===== src/rtl/dss_pkg.sv =====
`default_nettype none
package dss_pkg;

    // ==========================================================
    // Clock and timing
    localparam int CLK_MHZ          = 200;
    localparam int ST_TIME_US       = 12000;
    localparam int ST_CYCLES        = ST_TIME_US * CLK_MHZ;
    localparam int STARTUP_TIME_US  = 1000;
    localparam int STARTUP_CYCLES   = STARTUP_TIME_US * CLK_MHZ;
    localparam int ST_MIN_CYCLES    = 16;

    // ==========================================================
    // Byte addresses of the register map
    localparam logic [6:0] ADDR_FLASH_WRITE_COUNTER = 7'h00;
    localparam logic [6:0] ADDR_MISC      = 7'h34;
    localparam logic [6:0] ADDR_MISC_HI   = 7'h35;
    localparam logic [6:0] ADDR_DELTA     = 7'h38;
    localparam logic [6:0] ADDR_DIAG      = 7'h3C;
    localparam logic [6:0] ADDR_GLOB      = 7'h3E;
    localparam logic [6:0] ADDR_GLOB_HI   = 7'h3F;
    localparam logic [6:0] ADDR_LOT_LO    = 7'h52;
    localparam logic [6:0] ADDR_LOT_HI    = 7'h54;
    localparam logic [6:0] ADDR_SERIAL    = 7'h58;
    localparam logic [6:0] ADDR_WORD_MASK = 7'h7E;

    // ==========================================================
    // Field positions
    localparam int GLOB_ST_BIT   = 2;
    localparam int GLOB_CLR_BIT  = 4;
    localparam int GLOB_FT_BIT   = 5;
    localparam int GLOB_CAPT_BIT = 11;
    localparam int MISC_ST_BIT   = 8;
    localparam int DG_SUP_LO     = 0;
    localparam int DG_SUP_HI     = 1;
    localparam int DG_FLASH_UPD  = 2;
    localparam int DG_SPI        = 3;
    localparam int DG_CAPT_VIOL  = 4;
    localparam int DG_ST         = 5;
    localparam int DG_FLASH_TEST = 6;
    localparam int DG_READY      = 7;
    localparam int DG_PEAK_LO    = 8;
    localparam int DG_SYS        = 11;
    localparam int DG_SRC_LO     = 12;
    localparam int DG_RSV        = 15;

    // ==========================================================
    // Reset values and limits
    localparam logic [15:0] MISC_RESET = 16'h0003;
    localparam logic [15:0] DIAG_RESET = 16'h0000;
    localparam logic [15:0] DELTA_MIN  = 16'h0010;
    localparam logic [15:0] DELTA_MAX  = 16'h7FFF;

    // ==========================================================
    // Carriers
    typedef struct packed {
        logic       wr;
        logic [6:0] addr;
        logic [7:0] data;
    } dss_frame_s;

    typedef struct packed {
        logic [2:0] event_src;
        logic [2:0] peak;
        logic       sys_alarm;
        logic       capture_done;
        logic       flash_upd_fail;
    } dss_events_s;

endpackage
`default_nettype wire


===== src/rtl/dss_spi_slave.sv =====
`timescale 1ns/1ps
`default_nettype none
module dss_spi_slave (
    // Clock and reset
    input  wire logic              clk,
    input  wire logic              srst,
    // Serial pins
    input  wire logic              sclk,
    input  wire logic              cs_n,
    input  wire logic              mosi,
    output logic                   miso,
    output logic                   miso_oe,
    // Word side
    input  wire logic [15:0]       tx_word,
    output dss_pkg::dss_frame_s    frame,
    output logic                   frame_valid,
    output logic                   frame_error
);
    import dss_pkg::*;

    logic [2:0]  sclk_q;
    logic [2:0]  cs_q;
    logic [1:0]  mosi_q;
    logic [14:0] rx;
    logic [3:0]  cnt;
    logic [15:0] tx_sh;
    logic        rise;
    logic        fall;
    logic        cs_act;
    logic        cs_end;

    // ==========================================================
    // Pin synchronisers
    always_ff @(posedge clk) begin
        if (srst) begin
            sclk_q <= 3'h7;
            cs_q   <= 3'h7;
            mosi_q <= 2'h0;
        end else begin
            sclk_q <= {sclk_q[1:0], sclk};
            cs_q   <= {cs_q[1:0], cs_n};
            mosi_q <= {mosi_q[0], mosi};
        end
    end

    assign rise   = sclk_q[1] & ~sclk_q[2];
    assign fall   = ~sclk_q[1] & sclk_q[2];
    assign cs_act = ~cs_q[1];
    assign cs_end = cs_q[1] & ~cs_q[2];

    // ==========================================================
    // Receive path, sampled on rising serial clock
    always_ff @(posedge clk) begin
        if (srst) begin
            rx  <= 15'h0000;
            cnt <= 4'h0;
        end else if (!cs_act) begin
            cnt <= 4'h0;
        end else if (rise) begin
            rx  <= {rx[13:0], mosi_q[1]};
            cnt <= cnt + 4'h1;
        end
    end

    always_ff @(posedge clk) begin
        if (srst) begin
            frame_valid <= 1'b0;
            frame       <= '0;
            frame_error <= 1'b0;
        end else begin
            frame_valid <= cs_act & rise & (cnt == 4'hF);
            if (cs_act && rise && cnt == 4'hF) begin
                frame <= {rx, mosi_q[1]};
            end
            // A count that is not a whole number of words leaves a remainder.
            frame_error <= cs_end & (cnt != 4'h0);
        end
    end

    // ==========================================================
    // Transmit path, changed on falling serial clock
    always_ff @(posedge clk) begin
        if (srst) begin
            miso    <= 1'b0;
            miso_oe <= 1'b0;
            tx_sh   <= 16'h0000;
        end else begin
            miso_oe <= cs_act;
            if (!cs_act) begin
                miso <= 1'b0;
            end else if (fall) begin
                if (cnt == 4'h0) begin
                    miso  <= tx_word[15];
                    tx_sh <= {tx_word[14:0], 1'b0};
                end else begin
                    miso  <= tx_sh[15];
                    tx_sh <= {tx_sh[14:0], 1'b0};
                end
            end
        end
    end

endmodule
`default_nettype wire


===== src/rtl/dss_selftest.sv =====
`timescale 1ns/1ps
`default_nettype none
module dss_selftest #(
    parameter int ST_CYCLES = dss_pkg::ST_CYCLES
) (
    // Clock and reset
    input  wire logic               clk,
    input  wire logic               srst,
    // Control
    input  wire logic               auto_start,
    input  wire logic               manual_start,
    input  wire logic signed [15:0] accel,
    // Results
    output logic                    drive,
    output logic                    done,
    output logic                    fail,
    output logic signed [15:0]      delta
);
    import dss_pkg::*;

    localparam int HALF = ST_CYCLES / 2;
    localparam int CW   = $clog2(HALF + 1);

    if (ST_CYCLES < ST_MIN_CYCLES) begin : g_chk
        $error("dss_selftest: ST_CYCLES too small");
    end

    typedef enum logic [1:0] {
        ST_IDLE  = 2'b00,
        ST_BASE  = 2'b01,
        ST_DRIVE = 2'b10,
        ST_EVAL  = 2'b11
    } dss_st_e;

    dss_st_e            state;
    logic [CW-1:0]      cnt;
    logic               is_auto;
    logic signed [15:0] base;

    // ==========================================================
    // Sequencer: baseline, drive, measure, judge; a manual start skips baseline and measure
    always_ff @(posedge clk) begin
        if (srst) begin
            state   <= ST_IDLE;
            cnt     <= '0;
            is_auto <= 1'b0;
            base    <= 16'sh0000;
            delta   <= 16'sh0000;
            drive   <= 1'b0;
            done    <= 1'b0;
            fail    <= 1'b0;
        end else begin
            done <= 1'b0;
            fail <= 1'b0;
            case (state)
                ST_IDLE: begin
                    cnt <= '0;
                    if (auto_start) begin
                        is_auto <= 1'b1;
                        state   <= ST_BASE;
                    end else if (manual_start) begin
                        is_auto <= 1'b0;
                        drive   <= 1'b1;
                        state   <= ST_DRIVE;
                    end
                end
                ST_BASE: begin
                    cnt <= cnt + CW'(1);
                    if (cnt == CW'(HALF - 1)) begin
                        base  <= accel;
                        cnt   <= '0;
                        drive <= 1'b1;
                        state <= ST_DRIVE;
                    end
                end
                ST_DRIVE: begin
                    cnt <= cnt + CW'(1);
                    if (cnt == CW'(HALF - 1)) begin
                        if (is_auto) begin
                            delta <= accel - base;
                        end
                        drive <= 1'b0;
                        state <= ST_EVAL;
                    end
                end
                ST_EVAL: begin
                    done  <= 1'b1;
                    fail  <= is_auto & ((delta < $signed(DELTA_MIN)) ||
                             (delta > $signed(DELTA_MAX)));
                    state <= ST_IDLE;
                end
                default: begin
                    state <= ST_IDLE;
                end
            endcase
        end
    end
endmodule
`default_nettype wire


===== src/rtl/dss_top.sv =====
// Function
// - Error flag reads one when condition detected.
// - Flags latch until capture start or clear.
// - Supply flags set again at next sample.
// - Bits 14:12 show event capture trigger source.
// - Bits 10:8 flag captured peaks over threshold.
// - Bit 11 flags system alarm condition true.
// - Flash sum mismatch against memory sets bit 6.
// - Serial access during capture sets bit 4.
// - Clock count not multiple of 16 sets bit 3.
// - Bit 7 flags capture complete, data ready.
// - Bits 1 and 0 flag supply high, low.
// - Self-test command runs automatic delta sequence.
// - Manual self-test bit self-clears on completion.
// - Compensation enables in bits 1:0, reset 0x0003.
// - Delta register holds signed acceleration change.
// - Lot code is 24 bits over two registers.
// - Serial number register is read-only.
// - Flash write counter increments per flash write.
// - Start-up sequence ends in manual capture mode.
// - Reads return data of the previous request.
// - Clear command bit empties the status word.
`timescale 1ns/1ps
`default_nettype none
module dss_top #(
    parameter int ST_CYCLES      = dss_pkg::ST_CYCLES,
    parameter int STARTUP_CYCLES = dss_pkg::STARTUP_CYCLES
) (
    // Clock and reset
    input  wire logic                clk,
    input  wire logic                srst,
    // Serial port
    input  wire logic                sclk,
    input  wire logic                cs_n,
    input  wire logic                mosi,
    output logic                     miso,
    output logic                     miso_oe,
    // Supply monitor pins
    input  wire logic                power_good,
    input  wire logic                supply_high,
    input  wire logic                supply_low,
    // Sampling and capture engine
    input  wire logic                sample_tick,
    input  wire logic signed [15:0]  accel_sample,
    input  wire logic                capture_start,
    input  wire logic                capture_busy,
    input  wire dss_pkg::dss_events_s events,
    // Flash engine
    input  wire logic                flash_write,
    input  wire logic                sum_valid,
    input  wire logic [15:0]         sram_sum,
    input  wire logic [15:0]         flash_sum,
    // Identification fuses
    input  wire logic [23:0]         lot_code,
    input  wire logic [7:0]          lot_internal,
    input  wire logic [15:0]         serial_number,
    // Control outputs
    output logic                     capture_request,
    output logic                     flash_test_request,
    output logic                     selftest_drive,
    output logic [1:0]               supply_comp_en,
    output logic                     manual_capture_mode
);
    import dss_pkg::*;

    localparam int SUW = $clog2(STARTUP_CYCLES + 1);

    if (STARTUP_CYCLES < 1) begin : g_chk
        $error("dss_top: STARTUP_CYCLES must be positive");
    end

    dss_frame_s         frame;
    logic               frame_valid;
    logic               frame_error;
    logic [15:0]        tx_hold;
    logic [15:0]        rd_word;
    logic [15:0]        diag;
    logic [15:0]        diag_set;
    logic               diag_clr;
    logic [15:0]        misc;
    logic [15:0]        flash_write_counter;
    logic signed [15:0] delta;
    logic               st_done;
    logic               st_fail;
    logic [1:0]         pg_q;
    logic [1:0]         hi_q;
    logic [1:0]         lo_q;
    logic [SUW-1:0]     su_cnt;
    logic               wr_en;
    logic               wr_glob;
    logic               wr_glob_hi;
    logic               wr_misc;
    logic               wr_misc_hi;
    logic               st_auto_start;
    logic               st_manual_start;
    logic [6:0]         word_addr;

    // ==========================================================
    // Serial port and self-test engine
    dss_spi_slave u_spi (
        .clk         (clk),
        .srst        (srst),
        .sclk        (sclk),
        .cs_n        (cs_n),
        .mosi        (mosi),
        .miso        (miso),
        .miso_oe     (miso_oe),
        .tx_word     (tx_hold),
        .frame       (frame),
        .frame_valid (frame_valid),
        .frame_error (frame_error)
    );

    dss_selftest #(
        .ST_CYCLES (ST_CYCLES)
    ) u_st (
        .clk          (clk),
        .srst         (srst),
        .auto_start   (st_auto_start),
        .manual_start (st_manual_start),
        .accel        (accel_sample),
        .drive        (selftest_drive),
        .done         (st_done),
        .fail         (st_fail),
        .delta        (delta)
    );

    // ==========================================================
    // Supply pin synchronisers
    always_ff @(posedge clk) begin
        if (srst) begin
            pg_q <= 2'h0;
            hi_q <= 2'h0;
            lo_q <= 2'h0;
        end else begin
            pg_q <= {pg_q[0], power_good};
            hi_q <= {hi_q[0], supply_high};
            lo_q <= {lo_q[0], supply_low};
        end
    end

    // ==========================================================
    // Write decode; byte writes, even address is the low byte
    assign word_addr     = frame.addr & ADDR_WORD_MASK;
    assign wr_en         = frame_valid & frame.wr;
    assign wr_glob       = wr_en & (frame.addr == ADDR_GLOB);
    assign wr_glob_hi    = wr_en & (frame.addr == ADDR_GLOB_HI);
    assign wr_misc       = wr_en & (frame.addr == ADDR_MISC);
    assign wr_misc_hi    = wr_en & (frame.addr == ADDR_MISC_HI);
    assign diag_clr      = capture_start |
                           (wr_glob & frame.data[GLOB_CLR_BIT]);
    assign st_auto_start = wr_glob & frame.data[GLOB_ST_BIT];
    // Writing the manual bit again while it runs is ignored.
    assign st_manual_start = wr_misc_hi & frame.data[MISC_ST_BIT - 8] &
                             ~misc[MISC_ST_BIT];

    // ==========================================================
    // Command pulses to the capture and flash engines
    always_ff @(posedge clk) begin
        if (srst) begin
            capture_request    <= 1'b0;
            flash_test_request <= 1'b0;
        end else begin
            capture_request    <= wr_glob_hi &
                                  frame.data[GLOB_CAPT_BIT - 8];
            flash_test_request <= wr_glob & frame.data[GLOB_FT_BIT];
        end
    end

    // ==========================================================
    // Miscellaneous control
    always_ff @(posedge clk) begin
        if (srst) begin
            misc <= MISC_RESET;
        end else begin
            if (wr_misc) begin
                misc[1:0] <= frame.data[1:0];
            end
            if (st_manual_start) begin
                misc[MISC_ST_BIT] <= 1'b1;
            end else if (st_done) begin
                misc[MISC_ST_BIT] <= 1'b0;
            end
        end
    end

    always_ff @(posedge clk) begin
        if (srst) begin
            supply_comp_en <= MISC_RESET[1:0];
        end else begin
            supply_comp_en <= wr_misc ? frame.data[1:0] : misc[1:0];
        end
    end

    // ==========================================================
    // Diagnostic status: sticky, a new event wins over a clear
    always_comb begin
        diag_set = 16'h0000;
        diag_set[DG_SUP_LO] = (sample_tick | events.capture_done) &
                              lo_q[1];
        diag_set[DG_SUP_HI] = (sample_tick | events.capture_done) &
                              hi_q[1];
        diag_set[DG_FLASH_UPD]  = events.flash_upd_fail;
        diag_set[DG_SPI]        = frame_error;
        diag_set[DG_CAPT_VIOL]  = frame_valid & capture_busy;
        diag_set[DG_ST]         = st_done & st_fail;
        diag_set[DG_FLASH_TEST] = sum_valid & (sram_sum != flash_sum);
        diag_set[DG_READY]      = events.capture_done;
        diag_set[DG_SYS]        = events.sys_alarm;
        diag_set[DG_PEAK_LO +: 3] = events.peak;
        diag_set[DG_SRC_LO +: 3]  = events.event_src;
    end

    always_ff @(posedge clk) begin
        if (srst) begin
            diag <= DIAG_RESET;
        end else begin
            diag <= (diag_clr ? 16'h0000 : diag) | diag_set;
        end
    end

    // ==========================================================
    // Flash write counter
    always_ff @(posedge clk) begin
        if (srst) begin
            flash_write_counter <= 16'h0000;
        end else if (flash_write) begin
            flash_write_counter <= flash_write_counter + 16'h0001;
        end
    end

    // ==========================================================
    // Start-up: counts once the supply is good, then manual mode
    always_ff @(posedge clk) begin
        if (srst || !pg_q[1]) begin
            su_cnt              <= '0;
            manual_capture_mode <= 1'b0;
        end else if (su_cnt != SUW'(STARTUP_CYCLES)) begin
            su_cnt <= su_cnt + SUW'(1);
        end else begin
            manual_capture_mode <= 1'b1;
        end
    end

    // ==========================================================
    // Read path; the answer goes out in the following frame
    always_comb begin
        rd_word = 16'h0000;
        case (word_addr)
            ADDR_DIAG:      rd_word = diag & ~(16'h0001 << DG_RSV);
            ADDR_MISC:      rd_word = misc;
            ADDR_DELTA:     rd_word = delta;
            ADDR_LOT_LO:    rd_word = {lot_code[7:0], lot_internal};
            ADDR_LOT_HI:    rd_word = lot_code[23:8];
            ADDR_SERIAL:    rd_word = serial_number;
            ADDR_FLASH_WRITE_COUNTER: rd_word = flash_write_counter;
            default:        rd_word = 16'h0000;
        endcase
    end

    always_ff @(posedge clk) begin
        if (srst) begin
            tx_hold <= 16'h0000;
        end else if (frame_valid && !frame.wr) begin
            tx_hold <= rd_word;
        end
    end
endmodule
`default_nettype wire


===== config.mk =====
export PLATFORM = sky130hd
export DESIGN_NAME = dss_top
export DESIGN_NICKNAME = d
export VERILOG_FILES = /design/src/rtl/dss_pkg.sv /design/src/rtl/dss_spi_slave.sv /design/src/rtl/dss_selftest.sv /design/src/rtl/dss_top.sv
export SDC_FILE = /design/constraint.sdc
export NUM_CORES = 1
export LEC_CHECK = 0
export ABC_AREA = 1
export BUFFER_PORTS_ARGS = -buffer_cell sky130_fd_sc_hd__buf_2
export CAP_MARGIN = 20
export CORE_MARGIN = 2
export CORE_UTILIZATION = 39
export DETAILED_ROUTE_END_ITERATION = 12
export PLACE_DENSITY_LB_ADDON = 0.12
export SLEW_MARGIN = 10
export SYNTH_ARGS = -nofsm -noshare
export SYNTH_HDL_FRONTEND = slang
export SYNTH_HIERARCHICAL = 1
export SYNTH_SLANG_ARGS = --single-unit

===== constraint.sdc =====
create_clock -name clk -period 1.86 [get_ports clk]
set_input_delay 0.093 -clock clk [delete_from_list [all_inputs] [get_ports clk]]
set_output_delay 0.093 -clock clk [all_outputs]
set_load 0.005 [all_outputs]

# == Word-level counts from Yosys, hierarchy flattened ==
# Cells that the tools add are included.
# word_totals
in_bits,118
wordCells,138
regBits,198
# classes
n_mux,21
n_addsub,5
magnitude_cmp,2
eq_ne,22
n_reduce_logical,23
bitwise,32
# op_table
operator,n
$pmux W16 S7,1
$pmux W21 S3,1
$mux W16,2
$eq A7 B6 Y1 const B,4
$and A1 B1 Y1,23
$add A21 B1 Y21 const B,1
$eq A21 B21 Y1 const B,1
$mux W21,1
$add A18 B1 Y18 const B,1
$eq A6 B5 Y1 const B,3
$eq A6 B6 Y1 const B,3
$ne A18 B18 Y1 const B,1
$add A16 B1 Y16 const B,1
$gt A16 B16 Y1 const B,1
$lt A16 B6 Y1 const B,1
$ne A16 B16 Y1,1
$or A16 B15 Y16,1
$sub A16 B16 Y16,1
$mux W1,10
$mux W2,4
$pmux W2 S4,1
$reduce_and A2 Y1,4
$logic_not A7 Y1,1
$not A1 Y1,6
other kinds (20),31

# == Longest topological paths before layout ==
# Gate-level depths: netlist of the first run.
# logic_depth
ltp_word,7
mapped_depth,13
depth_no_buf,12

# == Cells and area by module ==
# Netlist of the first run, hierarchy kept.
# by_module_without_submodules
mod,instances,area_each_um2,cells_each
dss_top,1,4513.1,733
dss_selftest,1,3867.5,585
dss_spi_slave,1,2563.7,349

# == Worst setup path after synthesis of the first run ==
# Ideal clock, no wire load.
# synth_timing
kind,reg-to-reg
startpoint,reg u_st.base[0]
endpoint,reg u_st.delta[12]
stages_incl_launch_ff,9
n_path_buf,0
arrival_time_ns,1.517
t_required_ns,1.751
period_less_slack_ns,1.626
path_slack_ns,0.234
path_cell_list,dfxtp_1 > ha_1 > fa_1 > o21ai_0 > nand4_1 > nand4_1 > nand3_1 > nand2_1 > inv_1
# synth_between
elab_chain_cells,1
# synth_lines
item,line,text
start: declaration,dss_selftest.sv:38,logic signed [15:0] base;
start signal: assignment,dss_selftest.sv:70,base <= accel;
$sub A16 B16 Y16,dss_selftest.sv:80,delta <= accel - base;
end signal: assignment,dss_selftest.sv:80,
end: declaration,dss_selftest.sv:17,output logic signed [15:0] delta
# Every way passes these cells.
# A chain may end at the register's enable or synchronous reset.

# == Worst setup path after layout of the first run ==
# layout_timing
startpoint,reg u_st.cnt[0]
endpoint,reg u_st.cnt[14]
# layout_between
elab_chain_cells,3
elab_cells_between_ends,4
classes_between,add/sub: 1; eq/ne: 1; mux: 2
# layout_lines
item,line,text
start: declaration,dss_selftest.sv:36,logic [CW-1:0] cnt;
start signal: assignment,dss_selftest.sv:68,cnt <= cnt + CW'(1);
start signal: assignment,dss_selftest.sv:77,cnt <= cnt + CW'(1);
$add A21 B1 Y21 or $eq A21 B21 Y1 (tied branches),"dss_selftest.sv:68, dss_selftest.sv:77, dss_selftest.sv:69",
$mux W21,dss_selftest.sv:69,if (cnt == CW'(HALF - 1)) begin
$pmux W21 S3 *,dss_selftest.sv:55,case (state)
# Every way passes the cells marked *; elsewhere a longest branch is shown, timed or not.

==> qor.json, run 1 <==
{
  "outcome": "finished, final reports clean",
  "synthCells": 1659,
  "clkTransAtPathRegs_ns": 0.08,
  "drcViolationCount": 0,
  "initial_core_util_pct": 39.4,
  "die_height_microns": 171,
  "antenna_found_initial": 3,
  "stdcell_count": 2214,
  "critPathSlowestCell": "dfxtp_1",
  "mappedNetlistArea_sq_um": 10900,
  "skew_ns": 0.0117,
  "arrival_ns": 2.05,
  "power.sequential.fraction_pct": 48.6,
  "postSynthAreaPerCell_sq_um": 6.56,
  "power.internal_mw": 6.47,
  "drt_pass1_iterations": 5,
  "worstSetupPathType": "flop to flop",
  "nets": 1965,
  "io_buffer_count": 125,
  "route.detailed.vias_per_inst": 4.79,
  "gr-usage-all-layers_pct": 20.3,
  "final-setup-viol-count": 0,
  "pin_count_of_the_biggest_net_entering_global_routing": 61,
  "tightestPinTransition_ns": 0.783,
  "final_layout_size_suffix_gt1_share_pct": 16.4,
  "core_region_area_sq_um": 27600,
  "hold_path_class": "input port to flop",
  "mappedNetlistNets": 1804,
  "dr_wl_met2_microns": 13800,
  "comb_power_share_pct": 8.2,
  "layout_worst_path_cycle_share_pct": 92.6,
  "crit_path_cell_trace": "ha_2 -> nand2_1 -> inv_1 -> nand2_2 -> nor2_4 -> nand3_4 -> nor2_4 -> nor2_4 -> buf_4 -> o21ai_0 -> a21oi_1",
  "clk_path_buf_depth": 2,
  "power_switching_share_pct": 26.3,
  "die_x_microns": 171,
  "hold_violations": 0,
  "power_frac_clock_pct": 43.1,
  "setup.worst_path.end_class": "flop",
  "preCtsSetupSlack_ns": 0.0978,
  "vias": 10600,
  "multi_input_comb_area_sq_um": 5780,
  "power_density_nw_per_um2": 673,
  "clock_tree.root_cell": "clkbuf_16",
  "first_iter_violations": 708,
  "clock_sink_count": 196,
  "met3RoutedLength_microns": 1260,
  "dpl_hpwl_microns": 21600,
  "dieArea_sq_um": 29200,
  "area.growth.synth_to_final_pct": 19.9,
  "vias_in_the_first_global_route": 9702,
  "r2r_slack_ns": 0.14,
  "setup_repair_after_global_routing_missed_its_margin": "false",
  "worstSetupStartpointType": "flop",
  "tritoncts.num_buffers": 17,
  "io_pins": 126,
  "critical_path_peak_fanout": 10,
  "worst_slew_margin_rel_pct": 47.8,
  "gpl.final_weighted_congestion": 0.850,
  "vdd.ir_drop.worst_v": 0.000525,
  "fin_tns_setup_ns": 0,
  "clock_latency_ns": 0.45,
  "finalWirelength_microns": 29200,
  "max_cap_violations": 0,
  "maxUsedRoutingLayer": "met4",
  "row_count": 61,
  "grt_remaining_overflow": 0,
  "h-tree-depth": 4,
  "max_freq_ghz": 0.581,
  "tritoncts_clock_tree": "built",
  "critical-path-max-stage-delay_ns": 0.34,
  "power.static_leakage_nw": 5.74,
  "finalWorstSetupSlack_ns": 0.138,
  "placedCellCount": 2140,
  "power.total_mw": 8.78,
  "route.layer.met1.wl_microns": 13600,
  "final.fill_count": 2940,
  "route.detailed.wl_per_inst_microns": 13.2,
  "timing_max_transition_violations_final": 0,
  "grt_pass1_wl_microns": 47500,
  "seqCellArea_sq_um": 3930,
  "drtAntennaViolNets": 0,
  "critical-path-top-cell-by-count": "nor2_4",
  "synth.yosys.warnings": 6,
  "layout_min_cycle_time_ns": 1.72,
  "cp_data_required_time_ns": 2.19,
  "power.switching_mw": 2.31
}
area by class of cell:
type | count | share of cell area, %
Antenna cell | 3 | 0.0576
Tap cell | 378 | 3.63
Sequential cell | 196 | 30.1
Clock inverter | 15 | 1.21
Clock buffer | 17 | 3.26
Timing Repair Buffer | 203 | 10.6
Inverter | 236 | 6.81
Multi-Input combinational cell | 1166 | 44.3
metal layers:
metal,up-vias,global-route usage [%]
met5,-,0
met4,0,6.34
met3,35,3.01
met2,210,35.0
met1,4741,26.0
li1,5610,-
layout by cell type (no fill, tap or decap), types with 17 or more instances in the layout:
cell type / count
nand2_1: 426
buf_2: 124
nand3_1: 155
a21oi_1: 127
nor3_1: 30
dlygate4sd3_1: 36
ha_1: 22
clkbuf_16: 17
nor2_1: 174
dfxtp_1: 193
o21ai_0: 51
inv_1: 222
buf_4: 36
nand2_2: 17
nand4_1: 44
power by group through the flow:
| stage | Clock [mW] | Sequential, mW | Combinational (mW) |
|---|---|---|---|
| 3_3_place_gp | 0 | 4.37 | 0.652 |
| 3_5_place_dp | 0 | 4.37 | 0.652 |
| 2_1_floorplan | 0 | 4.36 | 0.389 |
| 5_1_grt | 4.04 | 4.27 | 0.818 |
| 6_report | 3.79 | 4.27 | 0.722 |
| 4_1_cts | 3.89 | 4.27 | 0.713 |
through the flow:
stage,instance area [sq um],hold slack (ns),util (%)
floorplan,10900,0.183,-
global placement,12000,0.276,43.4
detailed placement,12000,0.280,43.4
CTS,12900,0.00750,46.8
global route,13000,0.0245,47.2
finish,13000,0.00651,47.2
worst paths after layout:
kind                 start                end  cells after the start
max            u_st/cnt[0]       u_st/cnt[14]                     11
min            sample_tick            diag[1]                      3
max reg2reg    u_st/cnt[0]       u_st/cnt[14]                     11
min reg2reg  u_spi/cs_q[2]  u_spi/frame_error                      1
worst max-delay path: cells and delay by family, from the launching register on:
kind / cells / cell delay, ns
simple gates: 6 / 0.66
compound gates: 2 / 0.16
buf+inv: 2 / 0.26
flops: 1 / 0.34
fa+ha+maj: 1 / 0.18
what timing repair did:
item / in CTS / in global routing
endpoints found under the hold margin: 48 / 0
gates resized for setup: 0 / 21
setup buffers: 0 / 3
hold buffers: 36 / 0
setup endpoints to repair: 0 / 27
registers in the layout, summed over array words and instances, names as in the netlist, 3 cells and up:
name / cells
u_st/cnt: 21
su_cnt: 18
flash_write_counter: 16
tx_hold: 16
u_st/base: 16
u_st/delta: 16
diag: 15
u_spi/rx: 15
u_spi/tx_sh: 15
u_spi/frame: 14
u_spi/cnt: 4
u_spi/cs_q: 3
u_spi/sclk_q: 3
Power figures use the tool's default switching activity.
==> run 2: changes to the inputs <==
--- a/config.mk
+++ b/config.mk
@@ -12,8 +12,7 @@
 export CORE_UTILIZATION = 39
 export DETAILED_ROUTE_END_ITERATION = 12
 export PLACE_DENSITY_LB_ADDON = 0.12
-export SLEW_MARGIN = 10
+export SLEW_MARGIN = 20
 export SYNTH_ARGS = -nofsm -noshare
 export SYNTH_HDL_FRONTEND = slang
-export SYNTH_HIERARCHICAL = 1
 export SYNTH_SLANG_ARGS = --single-unit
==> qor.json, run 2 <==
{
  "die_x_microns": 168,
  "vdd.ir_drop.worst_v": 0.000460,
  "cp_data_required_time_ns": 2.24,
  "drcViolationCount": 0,
  "setup.worst_path.end_class": "flop",
  "nets": 1891,
  "timing_max_transition_violations_final": 0,
  "synth.top_cell.area_share_pct": 37.6,
  "route.detailed.wl_per_inst_microns": 13.9,
  "utilization_pct": 48.0,
  "arrival_ns": 2.10,
  "synth.yosys.warnings": 0,
  "final.fill_count": 2731,
  "critical_path_peak_fanout": 7,
  "stdcell_count": 2094,
  "die_height_microns": 168,
  "vias_in_the_first_global_route": 9630,
  "core_region_area_sq_um": 26200,
  "fin_tns_setup_ns": 0,
  "mappedNetlistArea_sq_um": 10400,
  "placedCellCount": 2027,
  "tritoncts_clock_tree": "built",
  "io_buffer_count": 125,
  "drt_pass1_iterations": 5,
  "area.growth.synth_to_final_pct": 20.4,
  "dpl_hpwl_microns": 22000,
  "grt_pass1_wl_microns": 47500,
  "initial_core_util_pct": 39.8,
  "top_register": "u_st.cnt",
  "yosys-top-cells-count": "nand2_1 (372), inv_1 (225), dfxtp_1 (196), nor2_1 (175), nand3_1 (149)",
  "first_iter_violations": 549,
  "synthFlopType": "dfxtp_1",
  "power.internal_mw": 6.33,
  "antenna_found_initial": 0,
  "layout_min_cycle_time_ns": 1.72,
  "gpl.final_weighted_congestion": 0.912,
  "dieArea_sq_um": 28100,
  "placement.cell_area_sq_um": 11500,
  "netlist.top_cell.by_area": "dfxtp_1",
  "asyncSetResetFlopFracSynth_pct": 0,
  "power.sequential.fraction_pct": 49.6,
  "multi_input_comb_area_sq_um": 5450,
  "power_frac_clock_pct": 43.6,
  "netlist-cell-type-count": 39,
  "max_freq_ghz": 0.581,
  "hold_path_class": "input port to flop",
  "h-tree-depth": 4,
  "clk_path_buf_depth": 2,
  "finalWirelength_microns": 29200,
  "synth.area.top_cells": "dfxtp_1 (38%), nand2_1 (13%), inv_1 (8.1%)",
  "max_cap_violations": 0,
  "worstSetupPathType": "flop to flop",
  "clock_tree.root_cell": "clkbuf_16",
  "final_layout_size_suffix_gt1_share_pct": 13.9,
  "pin_count_of_the_biggest_net_entering_global_routing": 86,
  "vias": 10300,
  "synthCells": 1580,
  "io_pins": 126,
  "gr-usage-all-layers_pct": 20.9,
  "clock_sink_count": 196,
  "top_regs": "u_st.cnt: 21 flops, su_cnt: 18 flops",
  "worst_slew_margin_rel_pct": 58.7,
  "clkTransAtPathRegs_ns": 0.08,
  "power.switching_mw": 2.25,
  "r2r_slack_ns": 0.14,
  "final-setup-viol-count": 0,
  "antenna-diode-count": 0,
  "power.static_leakage_nw": 5.56,
  "grt_remaining_overflow": 0,
  "synth.ff_latch_count": 196,
  "synth_enable_flop_cells": 0,
  "setup_repair_after_global_routing_missed_its_margin": "true",
  "postSynthAreaPerCell_sq_um": 6.61,
  "mappedNetlistNets": 1725,
  "power_switching_share_pct": 26.2,
  "row_count": 59,
  "most_common_library_cell_in_the_layout_ignoring_fill_and_taps": "nand2_1",
  "comb_power_share_pct": 6.8,
  "drtAntennaViolNets": 0,
  "layout_worst_path_cycle_share_pct": 92.5,
  "flip_flop_count_of_the_largest_register_after_layout": 21,
  "seqCellArea_sq_um": 3920,
  "synthMostInstantiatedCell": "nand2_1",
  "route.detailed.vias_per_inst": 4.90,
  "hold_violations": 0,
  "power_density_nw_per_um2": 683,
  "commonest_cells_after_routing_fill_and_taps_aside": "nand2_1 (368), inv_1 (224), dfxtp_1 (196)",
  "skew_ns": 0.0159,
  "synth_seq_area_share_pct": 37.6,
  "tritoncts.num_buffers": 17,
  "worstSetupStartpointType": "flop",
  "power.total_mw": 8.58,
  "outcome": "finished, final reports clean",
  "tightestPinTransition_ns": 0.614,
  "postLayoutCellArea_sq_um": 12600,
  "clock_latency_ns": 0.44
}
## run 2: changes by cell type in the layout (fill, tap and decap cells not counted), moves of 10 or more
cell | before | now
a21oi_1 | 127 | 110
nand2_1 | 426 | 368
nand4_1 | 44 | 26
nor3_1 | 30 | 40
o211ai_1 | 1 | 16
o21ai_0 | 51 | 96
xor2_1 | 11 | 31
## run 2: logic make-up after synthesis
logic type / synth area share (%)
XOR/XNOR: 3.02
AO/OA/AOI/OAI: 11.6
flip-flops: 37.6
adder cells (fa/ha/maj): 3.31
AND/OR/NAND/NOR: 33.6
buffers and inverters: 10.9
## run 2: final cells by class
class,count,area share [%]
well taps,335,3.34
repair buffers,198,10.3
inverters,233,6.98
clock inverters,15,1.43
flip-flops and latches,196,31.2
clock buffers,17,3.39
multi-input cells,1100,43.3
## run 2: worst paths after layout
| path | start | to | depth (start not counted) |
|---|---|---|---|
| hold / removal | sample_tick | diag[1] | 3 |
| hold reg to reg | u_spi.cs_q[2] | u_spi.frame_error | 1 |
| setup / recovery | u_spi.frame[11] | tx_hold[8] | 11 |
| setup reg to reg | u_spi.frame[11] | tx_hold[8] | 11 |
## run 2: what timing repair did
action | in CTS | in global routing
endpoints found under the hold margin | 34 | 0
setup buffers | 0 | 1
hold buffers | 34 | 0
setup endpoints to repair | 0 | 35
gates resized for setup | 0 | 12
## run 2: worst max-delay path, stage by stage, from the launching register on
cell     delay [ns]
dfxtp_1        0.32
buf_4          0.15
inv_1          0.10
nand2_1        0.10
nor2_1         0.24
buf_4          0.25
nand3_1        0.09
nand2_1        0.13
nor2_1         0.05
nand2_1        0.06
nand2_1        0.07
a21oi_1        0.12
## run 2: metrics by stage
step / hold WS (ns) / setup slack [ns]
after floorplan: 0.197 / 0.180
after global placement: 0.277 / 0.122
after detailed placement: 0.279 / 0.0511
after CTS: 0.00326 / 0.0348
after global routing: 0.0262 / -0.00607
final: 0.0210 / 0.139
## run 2: per-layer routing
layer / vias up / wire (microns) / GRT usage [%]
met3: 36 / 1330 / 3.55
met4: 0 / 615 / 6.43
li1: 5372 / - / -
met2: 237 / 13100 / 34.9
met1: 4607 / 14100 / 27.5
met5: - / 0 / 0
## run 2: power groups by stage
stage | registers, mW | clock network, mW | logic [mW]
final | 4.26 | 3.74 | 0.585
after global routing | 4.26 | 4.02 | 0.657
after global placement | 4.35 | 0 | 0.521
after CTS | 4.26 | 3.85 | 0.583
after floorplan | 4.35 | 0 | 0.301
after detailed placement | 4.36 | 0 | 0.524
==> run 3: changes to the inputs <==
--- a/config.mk
+++ b/config.mk
@@ -10,8 +10,11 @@
 export CAP_MARGIN = 20
 export CORE_MARGIN = 2
 export CORE_UTILIZATION = 39
+export CTS_BUF_LIST = sky130_fd_sc_hd__clkbuf_2 sky130_fd_sc_hd__clkbuf_4 sky130_fd_sc_hd__clkbuf_8
 export DETAILED_ROUTE_END_ITERATION = 12
+export HOLD_SLACK_MARGIN = 0.03
 export PLACE_DENSITY_LB_ADDON = 0.12
+export SKIP_CTS_REPAIR_TIMING = 1
 export SLEW_MARGIN = 20
 export SYNTH_ARGS = -nofsm -noshare
 export SYNTH_HDL_FRONTEND = slang
==> qor.json, run 3 (synthesized netlist as in run 2, its figures left out) <==
{
  "outcome": "finished, final reports clean",
  "gr-usage-all-layers_pct": 20.7,
  "max_cap_violations": 0,
  "cp_data_required_time_ns": 2.25,
  "io_buffer_count": 125,
  "core_region_area_sq_um": 26200,
  "crit_path_cell_trace": "ha_1 -> fa_1 -> inv_1 -> nand3_1 -> nand3_1 -> nand3_1 -> nand4_1 -> nand3_1 -> nand2_1 -> inv_1",
  "power.sequential.fraction_pct": 55.3,
  "antenna_found_initial": 0,
  "most_common_library_cell_in_the_layout_ignoring_fill_and_taps": "nand2_1",
  "final-setup-viol-count": 0,
  "io_pins": 126,
  "critical_path_peak_fanout": 3,
  "hold_path_class": "input port to flop",
  "clk_path_buf_depth": 2,
  "power_frac_clock_pct": 37.1,
  "holdWs_ns": 0.0303,
  "top_register": "u_st.cnt",
  "power.switching_mw": 2.16,
  "commonest_cells_after_routing_fill_and_taps_aside": "nand2_1 (366), inv_1 (224), dfxtp_1 (195)",
  "power_density_nw_per_um2": 621,
  "layout_min_cycle_time_ns": 1.72,
  "h-tree-depth": 4,
  "area.growth.synth_to_final_pct": 18.8,
  "critPathSlowestCell": "fa_1",
  "placement.cell_area_sq_um": 11500,
  "skew_ns": 0.0230,
  "dieArea_sq_um": 28100,
  "seqCellArea_sq_um": 3930,
  "vdd.ir_drop.worst_v": 0.000346,
  "power_switching_share_pct": 28.0,
  "tritoncts_clock_tree": "built",
  "worstSetupPathType": "flop to flop",
  "hold_violations": 0,
  "tritoncts.num_buffers": 17,
  "tightestPinTransition_ns": 0.613,
  "grt_pass1_wl_microns": 47100,
  "clock_sink_count": 196,
  "gpl.final_weighted_congestion": 0.912,
  "grt_remaining_overflow": 0,
  "critical-path-max-stage-delay_ns": 0.40,
  "clock_latency_ns": 0.49,
  "top_regs": "u_st.cnt: 21 flops, su_cnt: 18 flops",
  "drt_pass1_iterations": 5,
  "comb_power_share_pct": 7.7,
  "drcViolationCount": 0,
  "pin_count_of_the_biggest_net_entering_global_routing": 86,
  "finalWirelength_microns": 29200,
  "postLayoutCellArea_sq_um": 12400,
  "route.detailed.wl_per_inst_microns": 14.0,
  "layout_worst_path_cycle_share_pct": 92.6,
  "utilization_pct": 47.3,
  "critical-path-top-cell-by-count": "nand3_1",
  "initial_core_util_pct": 39.8,
  "row_count": 59,
  "power.internal_mw": 5.55,
  "die_x_microns": 168,
  "flip_flop_count_of_the_largest_register_after_layout": 21,
  "drtAntennaViolNets": 0,
  "arrival_ns": 2.11,
  "clock_tree.root_cell": "clkbuf_8",
  "setup_repair_after_global_routing_missed_its_margin": "false",
  "final_layout_size_suffix_gt1_share_pct": 14.1,
  "vias": 10200,
  "die_height_microns": 168,
  "worst_slew_margin_rel_pct": 58.8,
  "multi_input_comb_area_sq_um": 5450,
  "first_iter_violations": 558,
  "antenna-diode-count": 0,
  "clkTransAtPathRegs_ns": 0.11,
  "final.fill_count": 2760,
  "max_freq_ghz": 0.580,
  "dpl_hpwl_microns": 22000,
  "worstSetupStartpointType": "flop",
  "setup.worst_path.end_class": "flop",
  "nets": 1893,
  "route.detailed.vias_per_inst": 4.88,
  "fin_tns_setup_ns": 0,
  "power.static_leakage_nw": 5.48,
  "vias_in_the_first_global_route": 9489,
  "timing_max_transition_violations_final": 0
}
run 3: cell types whose count changed in the layout (fill, tap and decap cells not counted), sizes merged:
| cell | previous run | this run |
|---|---|---|
| dlygate4sd3 | 34 | 36 |
run 3: area by class of cell:
cell class | count | share of cell area (%)
clock buffers | 17 | 1.89
clock inverters | 15 | 1.45
inverters | 233 | 7.07
multi-input cells | 1100 | 44.0
flip-flops and latches | 196 | 31.6
well taps | 335 | 3.38
repair buffers | 200 | 10.6
run 3: critical path, delay by kind of cell (launching register included):
family,cells,cell delay [ns]
fa+ha+maj,2,0.60
simple gates,6,0.58
buf+inv,2,0.12
flops,1,0.33
run 3: power by group through the flow:
stage	Combinational (mW)	Clock (mW)	Sequential (mW)
2_1_floorplan	0.301	0	4.35
3_3_place_gp	0.521	0	4.35
3_5_place_dp	0.524	0	4.36
4_1_cts	0.529	2.95	4.26
5_1_grt	0.662	3.13	4.27
6_report	0.589	2.85	4.26
run 3: path summary, 6_finish.rpt:
path | start | endpoint | slack (ns) | cells after the start
hold reg to reg | u_spi.cs_q[2] | u_spi.frame_error | 0.40 | 1
setup reg to reg | u_st.base[0] | u_st.delta[12] | 0.14 | 10
hold / removal | lot_code[23] | tx_hold[15] | 0.03 | 5
setup / recovery | u_st.base[0] | u_st.delta[12] | 0.14 | 10
run 3: routing by layer:
layer / global-route usage [%] / part of all wire (%) / vias up / routed length [microns]
met3: 3.81 / 4.5 / 33 / 1320
met4: 5.67 / 1.9 / 0 / 554
met5: 0 / 0 / - / 0
met1: 27.5 / 49 / 4617 / 14300
met2: 34.5 / 45 / 218 / 13100
li1: - / - / 5364 / -
run 3: per-stage QoR:
step                power [mW]  std cells  setup slack [ns]
global route              8.05       2096           0.00432
detailed placement        4.88       2027            0.0511
CTS                       7.74       2059            0.0259
global placement          4.88       2027             0.122
floorplan                 4.65       1580             0.180
finish                    7.70       2096             0.137
